`src/design/clrs_pkg.sv`:
```
// constants and types shared by the line readout sequencer
package clrs_pkg;

  // ----------------------------------------------------------------
  // array size
  // ----------------------------------------------------------------
  localparam int unsigned ROWS_PER_FRAME = 8;
  localparam int unsigned PIX_PER_ROW    = 16;
  localparam int unsigned ROW_W          = 12;
  localparam int unsigned PIX_W          = 12;

  // ----------------------------------------------------------------
  // pixel period, sixteen sub-pixel phases
  // ----------------------------------------------------------------
  localparam int unsigned PHASES    = 16;
  localparam int unsigned PH_W      = 4;
  localparam logic [3:0]  H1_RISE   = 4'h0;
  localparam logic [3:0]  H1_FALL   = 4'h8;
  localparam logic [3:0]  RST_RISE  = 4'h1;
  localparam logic [3:0]  RST_FALL  = 4'h3;
  localparam logic [3:0]  CLMP_RISE = 4'h4;
  localparam logic [3:0]  CLMP_FALL = 4'h6;
  localparam logic [3:0]  SMP_RISE  = 4'hb;
  localparam logic [3:0]  SMP_FALL  = 4'hd;
  localparam logic [3:0]  PIX_RISE  = 4'he;
  localparam logic [3:0]  PIX_FALL  = 4'hf;

  // ----------------------------------------------------------------
  // vertical transfer timing, fixed in clock cycles
  // ----------------------------------------------------------------
  localparam int unsigned VT_W       = 8;
  localparam logic [7:0]  V1_RISE    = 8'h04;
  localparam logic [7:0]  V1_FALL    = 8'h24;
  localparam logic [7:0]  V2_RISE    = 8'h14;
  localparam logic [7:0]  V2_FALL    = 8'h34;
  localparam logic [7:0]  VT_LINE_END = 8'h38; // one line moved
  localparam logic [7:0]  HSETTLE_END = 8'h48; // settle after last line

  // ----------------------------------------------------------------
  // state machine
  // ----------------------------------------------------------------
  typedef enum logic [2:0] {
    CLRS_FRAME_PREP,
    CLRS_VSHIFT,
    CLRS_HREAD,
    CLRS_TALLY
  } clrs_state_t;

endpackage

```
`src/design/clrs_phase_gen.sv`:
```
// horizontal and sampling pulse generator from the sub-pixel phase
`timescale 1ns/100ps
`default_nettype none
module clrs_phase_gen
  import clrs_pkg::*;
(
  input  wire logic       mclk,
  input  wire logic       rst,
  input  wire logic       run,
  input  wire logic [3:0] phase,
  input  wire logic       sense_en,
  output logic            h1_clk,
  output logic            h2_clk,
  output logic            diffusion_reset_clock,
  output logic            cds_clamp_pulse,
  output logic            cds_sample_pulse,
  output logic            grabber_pixel_strobe
);

  typedef struct packed {
    logic h1;
    logic rst_p;
    logic clmp;
    logic smp;
    logic pix;
  } clrs_pg_t;

  clrs_pg_t pg_r;
  clrs_pg_t pg_nxt;

  // ----------------------------------------------------------------
  // edge placement
  // ----------------------------------------------------------------
  // set and clear each pulse at its fixed phase; sense pulses gated
  always_comb begin
    pg_nxt = pg_r;
    if (!run) begin
      pg_nxt = '0;
    end else begin
      if (phase == H1_RISE) pg_nxt.h1 = 1'b1;
      if (phase == H1_FALL) pg_nxt.h1 = 1'b0;
      if (phase == RST_RISE && sense_en) pg_nxt.rst_p = 1'b1;
      if (phase == RST_FALL) pg_nxt.rst_p = 1'b0;
      if (phase == CLMP_RISE && sense_en) pg_nxt.clmp = 1'b1;
      if (phase == CLMP_FALL) pg_nxt.clmp = 1'b0;
      if (phase == SMP_RISE && sense_en) pg_nxt.smp = 1'b1;
      if (phase == SMP_FALL) pg_nxt.smp = 1'b0;
      if (phase == PIX_RISE && sense_en) pg_nxt.pix = 1'b1;
      if (phase == PIX_FALL) pg_nxt.pix = 1'b0;
    end
  end

  always_ff @(posedge mclk) begin
    if (rst) begin
      pg_r <= '0;
    end else begin
      pg_r <= pg_nxt;
    end
  end

  assign h1_clk                = pg_r.h1;
  assign h2_clk                = run & ~pg_r.h1;
  assign diffusion_reset_clock = pg_r.rst_p;
  assign cds_clamp_pulse       = pg_r.clmp;
  assign cds_sample_pulse      = pg_r.smp;
  assign grabber_pixel_strobe  = pg_r.pix;

endmodule
`default_nettype wire

```
`src/design/clrs_vclock_gen.sv`:
```
// vertical clock generator driven by the vertical transfer counter
`timescale 1ns/100ps
`default_nettype none
module clrs_vclock_gen
  import clrs_pkg::*;
(
  input  wire logic       mclk,
  input  wire logic       rst,
  input  wire logic [7:0] vcount,
  input  wire logic       active,
  output logic            v1_clk,
  output logic            v2_clk
);

  typedef struct packed {
    logic v1;
    logic v2;
  } clrs_vg_t;

  clrs_vg_t vg_r;
  clrs_vg_t vg_nxt;

  // ----------------------------------------------------------------
  // fixed edges
  // ----------------------------------------------------------------
  // constant vertical edges
  always_comb begin
    vg_nxt = vg_r;
    if (!active) begin
      vg_nxt = '0;
    end else begin
      if (vcount == V1_RISE) vg_nxt.v1 = 1'b1;
      if (vcount == V1_FALL) vg_nxt.v1 = 1'b0;
      if (vcount == V2_RISE) vg_nxt.v2 = 1'b1;
      if (vcount == V2_FALL) vg_nxt.v2 = 1'b0;
    end
  end

  always_ff @(posedge mclk) begin
    if (rst) begin
      vg_r <= '0;
    end else begin
      vg_r <= vg_nxt;
    end
  end

  assign v1_clk = vg_r.v1;
  assign v2_clk = vg_r.v2;

endmodule
`default_nettype wire

```
`src/design/clrs_line_readout.sv`:
```
// line readout sequencer: vertical shift, horizontal readout, line tally
// What this block does
// - the vertical shift state clocks the vertical phases to move one row toward the horizontal register.
// - a vertical transfer counter places the vertical edges and marks the end of transfer plus settle time.
// - with binning two rows are shifted before horizontal readout begins.
// - vertical edge timing is constant and cannot be changed by any input.
// - the horizontal readout state clocks the horizontal register one pixel at a time.
// - a line transfer counter counts pixels of the row and times the end of the line sync output.
// - with binning two pixels are summed on the diffusion before it is sensed and reset.
// - with binning the diffusion reset, clamp, sample and pixel strobe are suppressed every other pixel.
// - after each row's readout the line tally state increments the row counter.
// - when all rows are read the tally state moves to the frame preparation state.
// - when rows remain the tally state returns to the vertical shift state.
// - frame preparation clears the row and pixel counters at the start of each frame.
// - reset clears all counters and returns the state machine to its initial state.
`timescale 1ns/100ps
`default_nettype none
module clrs_line_readout
  import clrs_pkg::*;
(
  input  wire logic mclk,
  input  wire logic rst,
  input  wire logic binning_select_jumper,
  input  wire logic frame_go,
  output logic      v1_clk,
  output logic      v2_clk,
  output logic      h1_clk,
  output logic      h2_clk,
  output logic      diffusion_reset_clock,
  output logic      cds_clamp_pulse,
  output logic      cds_sample_pulse,
  output logic      grabber_pixel_strobe,
  output logic      grabber_frame_sync,
  output logic      grabber_line_sync,
  output logic      frame_done,
  output logic      in_frame_prep
);

  // ----------------------------------------------------------------
  // state record
  // ----------------------------------------------------------------
  typedef struct packed {
    clrs_state_t      st;
    logic [VT_W-1:0]  vcnt;     // vertical transfer counter
    logic             vsecond;  // second row of a binned pair
    logic [PH_W-1:0]  phase;    // sub-pixel phase
    logic [PIX_W-1:0] pcnt;     // line transfer counter
    logic [ROW_W-1:0] rcnt;     // row counter
    logic             bin;      // binning latched per frame
    logic             fsync;
    logic             lsync;
    logic             done;
  } clrs_top_t;

  clrs_top_t s_r;
  clrs_top_t s_nxt;

  localparam logic [PIX_W-1:0] PIX_LAST = PIX_W'(PIX_PER_ROW - 1);
  localparam logic [ROW_W-1:0] ROW_FULL = ROW_W'(ROWS_PER_FRAME);
  localparam logic [ROW_W-1:0] ROW_PAIR = ROW_W'(ROWS_PER_FRAME / 2);
  localparam logic [PH_W-1:0]  PH_LAST  = PH_W'(PHASES - 1);

  logic sense_en;
  logic hrun;
  logic vact;

  // ----------------------------------------------------------------
  // next state
  // ----------------------------------------------------------------
  always_comb begin
    s_nxt      = s_r;
    s_nxt.done = 1'b0;
    case (s_r.st)
      CLRS_FRAME_PREP: begin
        s_nxt.vcnt    = '0;
        s_nxt.vsecond = 1'b0;
        s_nxt.phase   = '0;
        s_nxt.pcnt    = '0;
        s_nxt.rcnt    = '0;
        s_nxt.lsync   = 1'b0;
        s_nxt.fsync   = 1'b0;
        if (frame_go) begin
          s_nxt.bin   = binning_select_jumper;
          s_nxt.fsync = 1'b1;
          s_nxt.st    = CLRS_VSHIFT;
        end
      end
      CLRS_VSHIFT: begin
        s_nxt.vcnt = s_r.vcnt + 1'b1;
        if (s_r.vcnt == VT_LINE_END && s_r.bin && !s_r.vsecond) begin
          s_nxt.vcnt    = '0;
          s_nxt.vsecond = 1'b1;
        end else if (s_r.vcnt == HSETTLE_END) begin
          s_nxt.vcnt    = '0;
          s_nxt.vsecond = 1'b0;
          s_nxt.phase   = '0;
          s_nxt.pcnt    = '0;
          s_nxt.lsync   = 1'b1;
          s_nxt.st      = CLRS_HREAD;
        end
      end
      CLRS_HREAD: begin
        s_nxt.phase = s_r.phase + 1'b1;
        if (s_r.phase == PH_LAST) begin
          s_nxt.pcnt = s_r.pcnt + 1'b1;
          if (s_r.pcnt == PIX_LAST) begin
            s_nxt.pcnt  = '0;
            s_nxt.lsync = 1'b0;
            s_nxt.st    = CLRS_TALLY;
          end
        end
      end
      CLRS_TALLY: begin
        s_nxt.rcnt = s_r.rcnt + 1'b1;
        if (s_r.rcnt + 1'b1 >= (s_r.bin ? ROW_PAIR : ROW_FULL)) begin
          s_nxt.st    = CLRS_FRAME_PREP;
          s_nxt.fsync = 1'b0;
          s_nxt.done  = 1'b1;
        end else begin
          s_nxt.st = CLRS_VSHIFT;
        end
      end
      default: begin
        s_nxt.st = CLRS_FRAME_PREP;
      end
    endcase
  end

  // ----------------------------------------------------------------
  // state register
  // ----------------------------------------------------------------
  // reset clears counters and state
  always_ff @(posedge mclk) begin
    if (rst) begin
      s_r <= '{st: CLRS_FRAME_PREP, default: '0};
    end else begin
      s_r <= s_nxt;
    end
  end

  // ----------------------------------------------------------------
  // pulse generators
  // ----------------------------------------------------------------
  // sense only after second pixel of pair
  assign sense_en = ~s_r.bin | s_r.pcnt[0];
  assign hrun     = (s_r.st == CLRS_HREAD);
  assign vact     = (s_r.st == CLRS_VSHIFT);

  clrs_vclock_gen u_vgen (
    .mclk   (mclk),
    .rst    (rst),
    .vcount (s_r.vcnt),
    .active (vact),
    .v1_clk (v1_clk),
    .v2_clk (v2_clk)
  );

  clrs_phase_gen u_hgen (
    .mclk                  (mclk),
    .rst                   (rst),
    .run                   (hrun),
    .phase                 (s_r.phase),
    .sense_en              (sense_en),
    .h1_clk                (h1_clk),
    .h2_clk                (h2_clk),
    .diffusion_reset_clock (diffusion_reset_clock),
    .cds_clamp_pulse       (cds_clamp_pulse),
    .cds_sample_pulse      (cds_sample_pulse),
    .grabber_pixel_strobe  (grabber_pixel_strobe)
  );

  assign grabber_frame_sync = s_r.fsync;
  assign grabber_line_sync  = s_r.lsync;
  assign frame_done         = s_r.done;
  assign in_frame_prep      = (s_r.st == CLRS_FRAME_PREP);

endmodule
`default_nettype wire

```
`config.mk`:
```
export PLATFORM = sky130hd
export DESIGN_NAME = clrs_line_readout
export DESIGN_NICKNAME = d
export VERILOG_FILES = /design/src/design/clrs_pkg.sv /design/src/design/clrs_phase_gen.sv /design/src/design/clrs_vclock_gen.sv /design/src/design/clrs_line_readout.sv
export SDC_FILE = /design/constraint.sdc
export NUM_CORES = 1
export LEC_CHECK = 0
export ABC_AREA = 1
export BUFFER_PORTS_ARGS = -buffer_cell sky130_fd_sc_hd__buf_2
export CAP_MARGIN = 20
export CELL_PAD_IN_SITES_DETAIL_PLACEMENT = 0
export CELL_PAD_IN_SITES_GLOBAL_PLACEMENT = 1
export CORE_AREA = 4 4 78 98
export CTS_CLUSTER_DIAMETER = 120
export CTS_CLUSTER_SIZE = 10
export DETAILED_ROUTE_END_ITERATION = 8
export DIE_AREA = 0 0 82 102
export PLACE_DENSITY = 0.84
export SYNTH_ARGS = -nofsm -noshare
export SYNTH_HDL_FRONTEND = slang
export SYNTH_SLANG_ARGS = --single-unit
```
`constraint.sdc`:
```
create_clock -name mclk -period 2.8 [get_ports mclk]
set_clock_uncertainty 0.15 [all_clocks]
set_input_delay 0.56 -clock mclk [delete_from_list [all_inputs] [get_ports mclk]]
set_output_delay 0.56 -clock mclk [all_outputs]
set_load 0.1 [all_outputs]
```
==> results.toml, run 1 <==
[run_status]
status = "finished, final reports clean"

[cells_and_area]
nNetsFinal = 448
final_cell_mix = "99 x nand2_1, 51 x inv_1, 50 x dfxtp_1"
diodes = 0
layout_commonest_cell = "nand2_1"
drive_gt1_share_pct = 11.63
areaGrowthSynthToFinish_pct = 8.845

[power]
powerDensity_nw_per_um2 = 716.7
peakVddDrop_mv = 0.4504
total_power_mw = 2.240
cellLeakagePower_nw = 1.221

[setup_path]
crit_fanout = 5
path_common_cell = "inv_1"
critPathKind = "reg -> out"
critPathArrivalTime_ns = 1.74
crit_family = "buffers and inverters"
crit_buf_inv = 3
required_ns = 2.09
worst_setup_path_start_kind = "flip-flop"
critPathMaxStageDelay_ns = 0.42
slowest_stage = "buf_2"
cp_cell_sequence = "inv_1, ha_1, inv_1, nor2_1, buf_2"
cp-end-kind = "output pin"

[global_routing]
antenna_found_initial = 0
grt_overflow = 0
grt_use_total_pct = 16.08
grt_first_pass_wirelength_um = 10810
grt_pass1_vias = 2423
grt_max_degree = 25

[routing]
vias = 2558
routed_wl_um = 6141
drt_iter0_markers = 143
drt.antenna.violating_nets = 0
dr.pass1.iters = 5
viasPerCell = 4.919
drc = 0
post_drt_wl_per_cell_um = 11.81

[clock_network]
clock_sinks = 50
tritoncts = "built"
ctsHtreeMaxLevel = 2
cts_buffers = 5
clock_latency_ns = 0.30
cts_root_buffer = "clkbuf_8"
cts_setup_buffers = 0
postCtsHoldBufs = 0
cts_resized = 0
clk_pin_slew_ns = 0.09
clockBufferDepth = 2

[yosys]
synth_top_family_by_area = "simple AND/OR/NAND/NOR gates"
synth_adder_area_share_pct = 6.536
synth_fp_nets = 432
synth_area_um2 = 2872
synth_compound_area_share_pct = 12.24
synth_cell_types = 40
ys_warn_count = 0
synthSimpleGateAreaFrac_pct = 34.86
yosysSeqAreaShare_pct = 34.86
syn_area_per_cell_um2 = 6.953
synth_xor_area_share_pct = 1.830
synth-seq-cells = 50
synth.mux.area_fraction_pct = 0
synthCells = 413

[sta]
maxSlewViolCount = 0
setup_violations = 0
period_share_pct = 87.52
rsz0062_at_grt = "false"
tns_ns = 0
min_period_ns = 2.451
fmax_mhz = 408.1
slew_headroom_pct = 59.00
worst_pin_slew_ns = 0.6127
hold_viol = 0

[die]
rows = 34
die_h_um = 102
ioPinCount = 16
start_util_pct = 42.19
die_area_um2 = 8364
core-area_um2 = 6807
die_w_um = 82

[job]
cap_violations = 0

[placement]
port-buffer-count = 15
gp_congestion = 0.7798
place_hpwl_um = 4582

[hold_path]
min_path_type = "reg -> reg"
## state kept, by name, summed over array words and instances, names as in the netlist
register                      count
u_hgen.diffusion_reset_clock      1
u_hgen.h1_clk                     1
grabber_line_sync                 1
s_r                              40
u_vgen.v2_clk                     1
frame_done                        1
u_hgen.cds_sample_pulse           1
grabber_frame_sync                1
u_hgen.cds_clamp_pulse            1
u_hgen.grabber_pixel_strobe       1
u_vgen.v1_clk                     1
## worst paths after layout
path,from,endpoint,slack [ns],depth (start not counted)
max reg2reg,s_r[4]$_SDFFE_PP0P_,grabber_frame_sync$_SDFFE_PP0P_,0.59,13
min,u_hgen.diffusion_reset_clock$_SDFFE_PP0P_,u_hgen.diffusion_reset_clock$_SDFFE_PP0P_,0.33,2
max,s_r[41]$_SDFFE_PP0P_,h2_clk,0.35,5
min reg2reg,u_hgen.diffusion_reset_clock$_SDFFE_PP0P_,u_hgen.diffusion_reset_clock$_SDFFE_PP0P_,0.33,2
## worst reg2reg max path: cells and delay by family, from the launching register on
kind	cells	cell delay, ns
adders and majority gates	2	0.49
and+or+nand+nor	10	0.99
AOI/OAI and AO/OA	1	0.13
DFF	1	0.36
## per-layer routing
metal / track usage, % / routed length (um)
met5: 0 / 0
met4: 3.325 / 36
met3: 3.175 / 157
met2: 28.38 / 3016
met1: 20.12 / 2930
## power breakdown
part | switching (mW) | leakage [nW] | internal, mW | total, mW
clock | 0.240 | 0.0524 | 0.268 | 0.507
combinational | 0.681 | 0.765 | 0.223 | 0.905
sequential | 0.0561 | 0.404 | 0.772 | 0.828
## cell type report
cell class                      count  area, um^2
Clock buffer                        7       76.32
Clock inverter                      1       30.03
Fill cell                         714        3681
Inverter                           57       215.2
Multi-Input combinational cell    297        1593
Sequential cell                    50        1001
Tap cell                           90       112.6
Timing Repair Buffer               18       97.59
## kinds of logic after synthesis
kind of cell	count (synthesis)
flops	50
simple gates	217
xor+xnor	6
buf+inv	66
fa+ha+maj	15
compound gates	59
## cells in the mapped netlist (all sizes together)
cell type | number | area (um^2)
clkinv | 1 | 5.000
and3 | 2 | 12.51
nand2 | 105 | 414.2
dfxtp | 50 | 1001
a211oi | 4 | 30.03
a221oi | 1 | 8.760
nor2 | 52 | 226.5
xor2 | 5 | 43.79
inv | 56 | 210.2
nand3b | 3 | 22.52
clkbuf | 5 | 20.01
or2 | 4 | 25.03
ha | 15 | 187.7
o21ai | 13 | 76.33
nand4 | 8 | 65.06
xnor2 | 1 | 8.760
a41oi | 1 | 8.760
nor4 | 1 | 12.51
nand3 | 33 | 175.2
a31oi | 2 | 12.51
a311oi | 3 | 26.28
nor3b | 1 | 7.510
buf | 4 | 42.53
nor3 | 8 | 40.04
o21bai | 1 | 7.510
a21oi | 34 | 181.4
## stage by stage
| step | hold WS [ns] | setup WS, ns | instance area [um^2] | util, % | instances |
|---|---|---|---|---|---|
| after global routing | 0.3443 | 0.1793 | 3126 | 45.92 | 520 |
| after global placement | 0.3129 | 0.6672 | 3019 | 44.36 | 512 |
| after floorplan | 0.2887 | 0.03191 | 2872 | - | 413 |
| after detailed placement | 0.3073 | 0.6052 | 3019 | 44.36 | 512 |
| after CTS | 0.3240 | 0.3141 | 3126 | 45.92 | 520 |
| final | 0.3266 | 0.3495 | 3126 | 45.92 | 520 |
Note: power is estimated with default switching activity, not from simulation.
==> run 2: changes to the inputs <==
--- a/config.mk
+++ b/config.mk
@@ -15,7 +15,9 @@
 export CTS_CLUSTER_SIZE = 10
 export DETAILED_ROUTE_END_ITERATION = 8
 export DIE_AREA = 0 0 82 102
+export MAX_ROUTING_LAYER = met4
 export PLACE_DENSITY = 0.84
 export SYNTH_ARGS = -nofsm -noshare
 export SYNTH_HDL_FRONTEND = slang
 export SYNTH_SLANG_ARGS = --single-unit
+export TNS_END_PERCENT = 10
==> run 2 against run 1 <==
  * Critical path depth is the same
  * Non-clock buffer count is the same
  * Clock-buffer cell count is the same
  * Wire length is essentially flat
  * Critical path type unchanged
  * Largest cell class unchanged
  * Largest power group unchanged
==> results.toml, run 2 (synthesis results as in run 1) <==
[die]
rows = 34
start_util_pct = 42.19
die_h_um = 102
core-area_um2 = 6807
die_area_um2 = 8364
die_w_um = 82
ioPinCount = 16

[sta]
rsz0062_at_grt = "false"
period_share_pct = 87.41
maxSlewViolCount = 0
slew_headroom_pct = 59.16
fmax_mhz = 408.6
min_period_ns = 2.447
tns_ns = 0
worst_pin_slew_ns = 0.6103
hold_viol = 0
setup_violations = 0

[placement]
place_inst = 512
place_hpwl_um = 4582
gp_congestion = 0.7906
port-buffer-count = 15

[routing]
vias = 2553
viasPerCell = 4.910
drt_iter0_markers = 129
drc = 0
dr.pass1.iters = 4
drt.antenna.violating_nets = 0
post_drt_wl_per_cell_um = 11.81
routed_wl_um = 6140

[global_routing]
grt_overflow = 0
grt_first_pass_wirelength_um = 10810
grt_use_total_pct = 16.56
grt_max_degree = 25
grt_pass1_vias = 2419
grtUsageMet1_pct = 20.28
grtUsageMet3_pct = 2.910
grt.busiest_layer = "met2"
grtUsageMet2_pct = 28.38
antenna_found_initial = 0

[cells_and_area]
largest_reg_flops = 40
drive_gt1_share_pct = 11.63
diodes = 0
nNetsFinal = 448
layout_commonest_cell = "nand2_1"
areaGrowthSynthToFinish_pct = 8.845
final_cell_mix = "99 x nand2_1, 51 x inv_1, 50 x dfxtp_1"
layoutNonFillerInstCount = 520
regMostFlops = "s_r"

[run_status]
status = "finished, final reports clean"

[power]
cellLeakagePower_nw = 1.221
peakVddDrop_mv = 0.4494
powerDensity_nw_per_um2 = 715.5

[clock_network]
cts_setup_buffers = 0
cts_buffers = 5
clk_pin_slew_ns = 0.09
cts_root_buffer = "clkbuf_8"
clock_sinks = 50
clock_latency_ns = 0.30
tritoncts = "built"
clockBufferDepth = 2
ctsHtreeMaxLevel = 2
postCtsHoldBufs = 0
cts_resized = 0

[job]
cap_violations = 0

[setup_path]
cp-end-kind = "output pin"
worst-r2r-setup-slack_ns = 0.60
critPathArrivalTime_ns = 1.74
crit_fanout = 5
required_ns = 2.09
critPathKind = "reg -> out"
worst_setup_path_start_kind = "flip-flop"

[hold_path]
min_path_type = "reg -> reg"
-- run 2: area by class of cell --
class	count	area, um^2
sequential	50	1001
tap	90	112.6
clock inverter	1	30.03
multi-input combinational	297	1593
fill	714	3681
inverter	57	215.2
timing repair buffer	18	97.59
clock buffer	7	76.32
-- run 2: path summary, 6_finish.rpt --
kind	from	to	cells past startpoint
setup / recovery	s_r[41]$_SDFFE_PP0P_	h2_clk	5
setup reg to reg	s_r[4]$_SDFFE_PP0P_	grabber_frame_sync$_SDFFE_PP0P_	13
hold / removal	u_hgen.diffusion_reset_clock$_SDFFE_PP0P_	u_hgen.diffusion_reset_clock$_SDFFE_PP0P_	2
hold reg to reg	u_hgen.diffusion_reset_clock$_SDFFE_PP0P_	u_hgen.diffusion_reset_clock$_SDFFE_PP0P_	2
-- run 2: worst max-delay path, stage by stage (launching register included) --
cell and delay [ns]:
dfxtp_1 0.35, inv_1 0.18, ha_1 0.29, inv_1 0.11, nor2_1 0.09, buf_2 0.42
-- run 2: routing by layer --
layer / share of wire [%] / vias to the layer above / wire length [um]
li1: - / 1364 / -
met1: 48 / 1148 / 2933
met2: 49 / 37 / 3020
met3: 2.4 / 4 / 146
met4: 0.65 / 0 / 40
met5: 0 / - / 0
-- run 2: per-stage QoR --
| step | util [%] | hold WS (ns) | worst slack [ns] | area (um^2) | total power, mW |
|---|---|---|---|---|---|
| after floorplan | - | 0.2887 | 0.03191 | 2872 | 1.598 |
| after global placement | 44.36 | 0.3129 | 0.6672 | 3019 | 1.742 |
| after detailed placement | 44.36 | 0.3073 | 0.6052 | 3019 | 1.754 |
| after CTS | 45.92 | 0.3240 | 0.3141 | 3126 | 2.264 |
| after global routing | 45.92 | 0.3441 | 0.1793 | 3126 | 2.397 |
| final | 45.92 | 0.3266 | 0.3526 | 3126 | 2.236 |
-- run 2: power breakdown --
part / internal (mW) / switching [mW] / leakage, nW
combinational: 0.223 / 0.681 / 0.765
clock: 0.268 / 0.236 / 0.0524
sequential: 0.772 / 0.0568 / 0.404
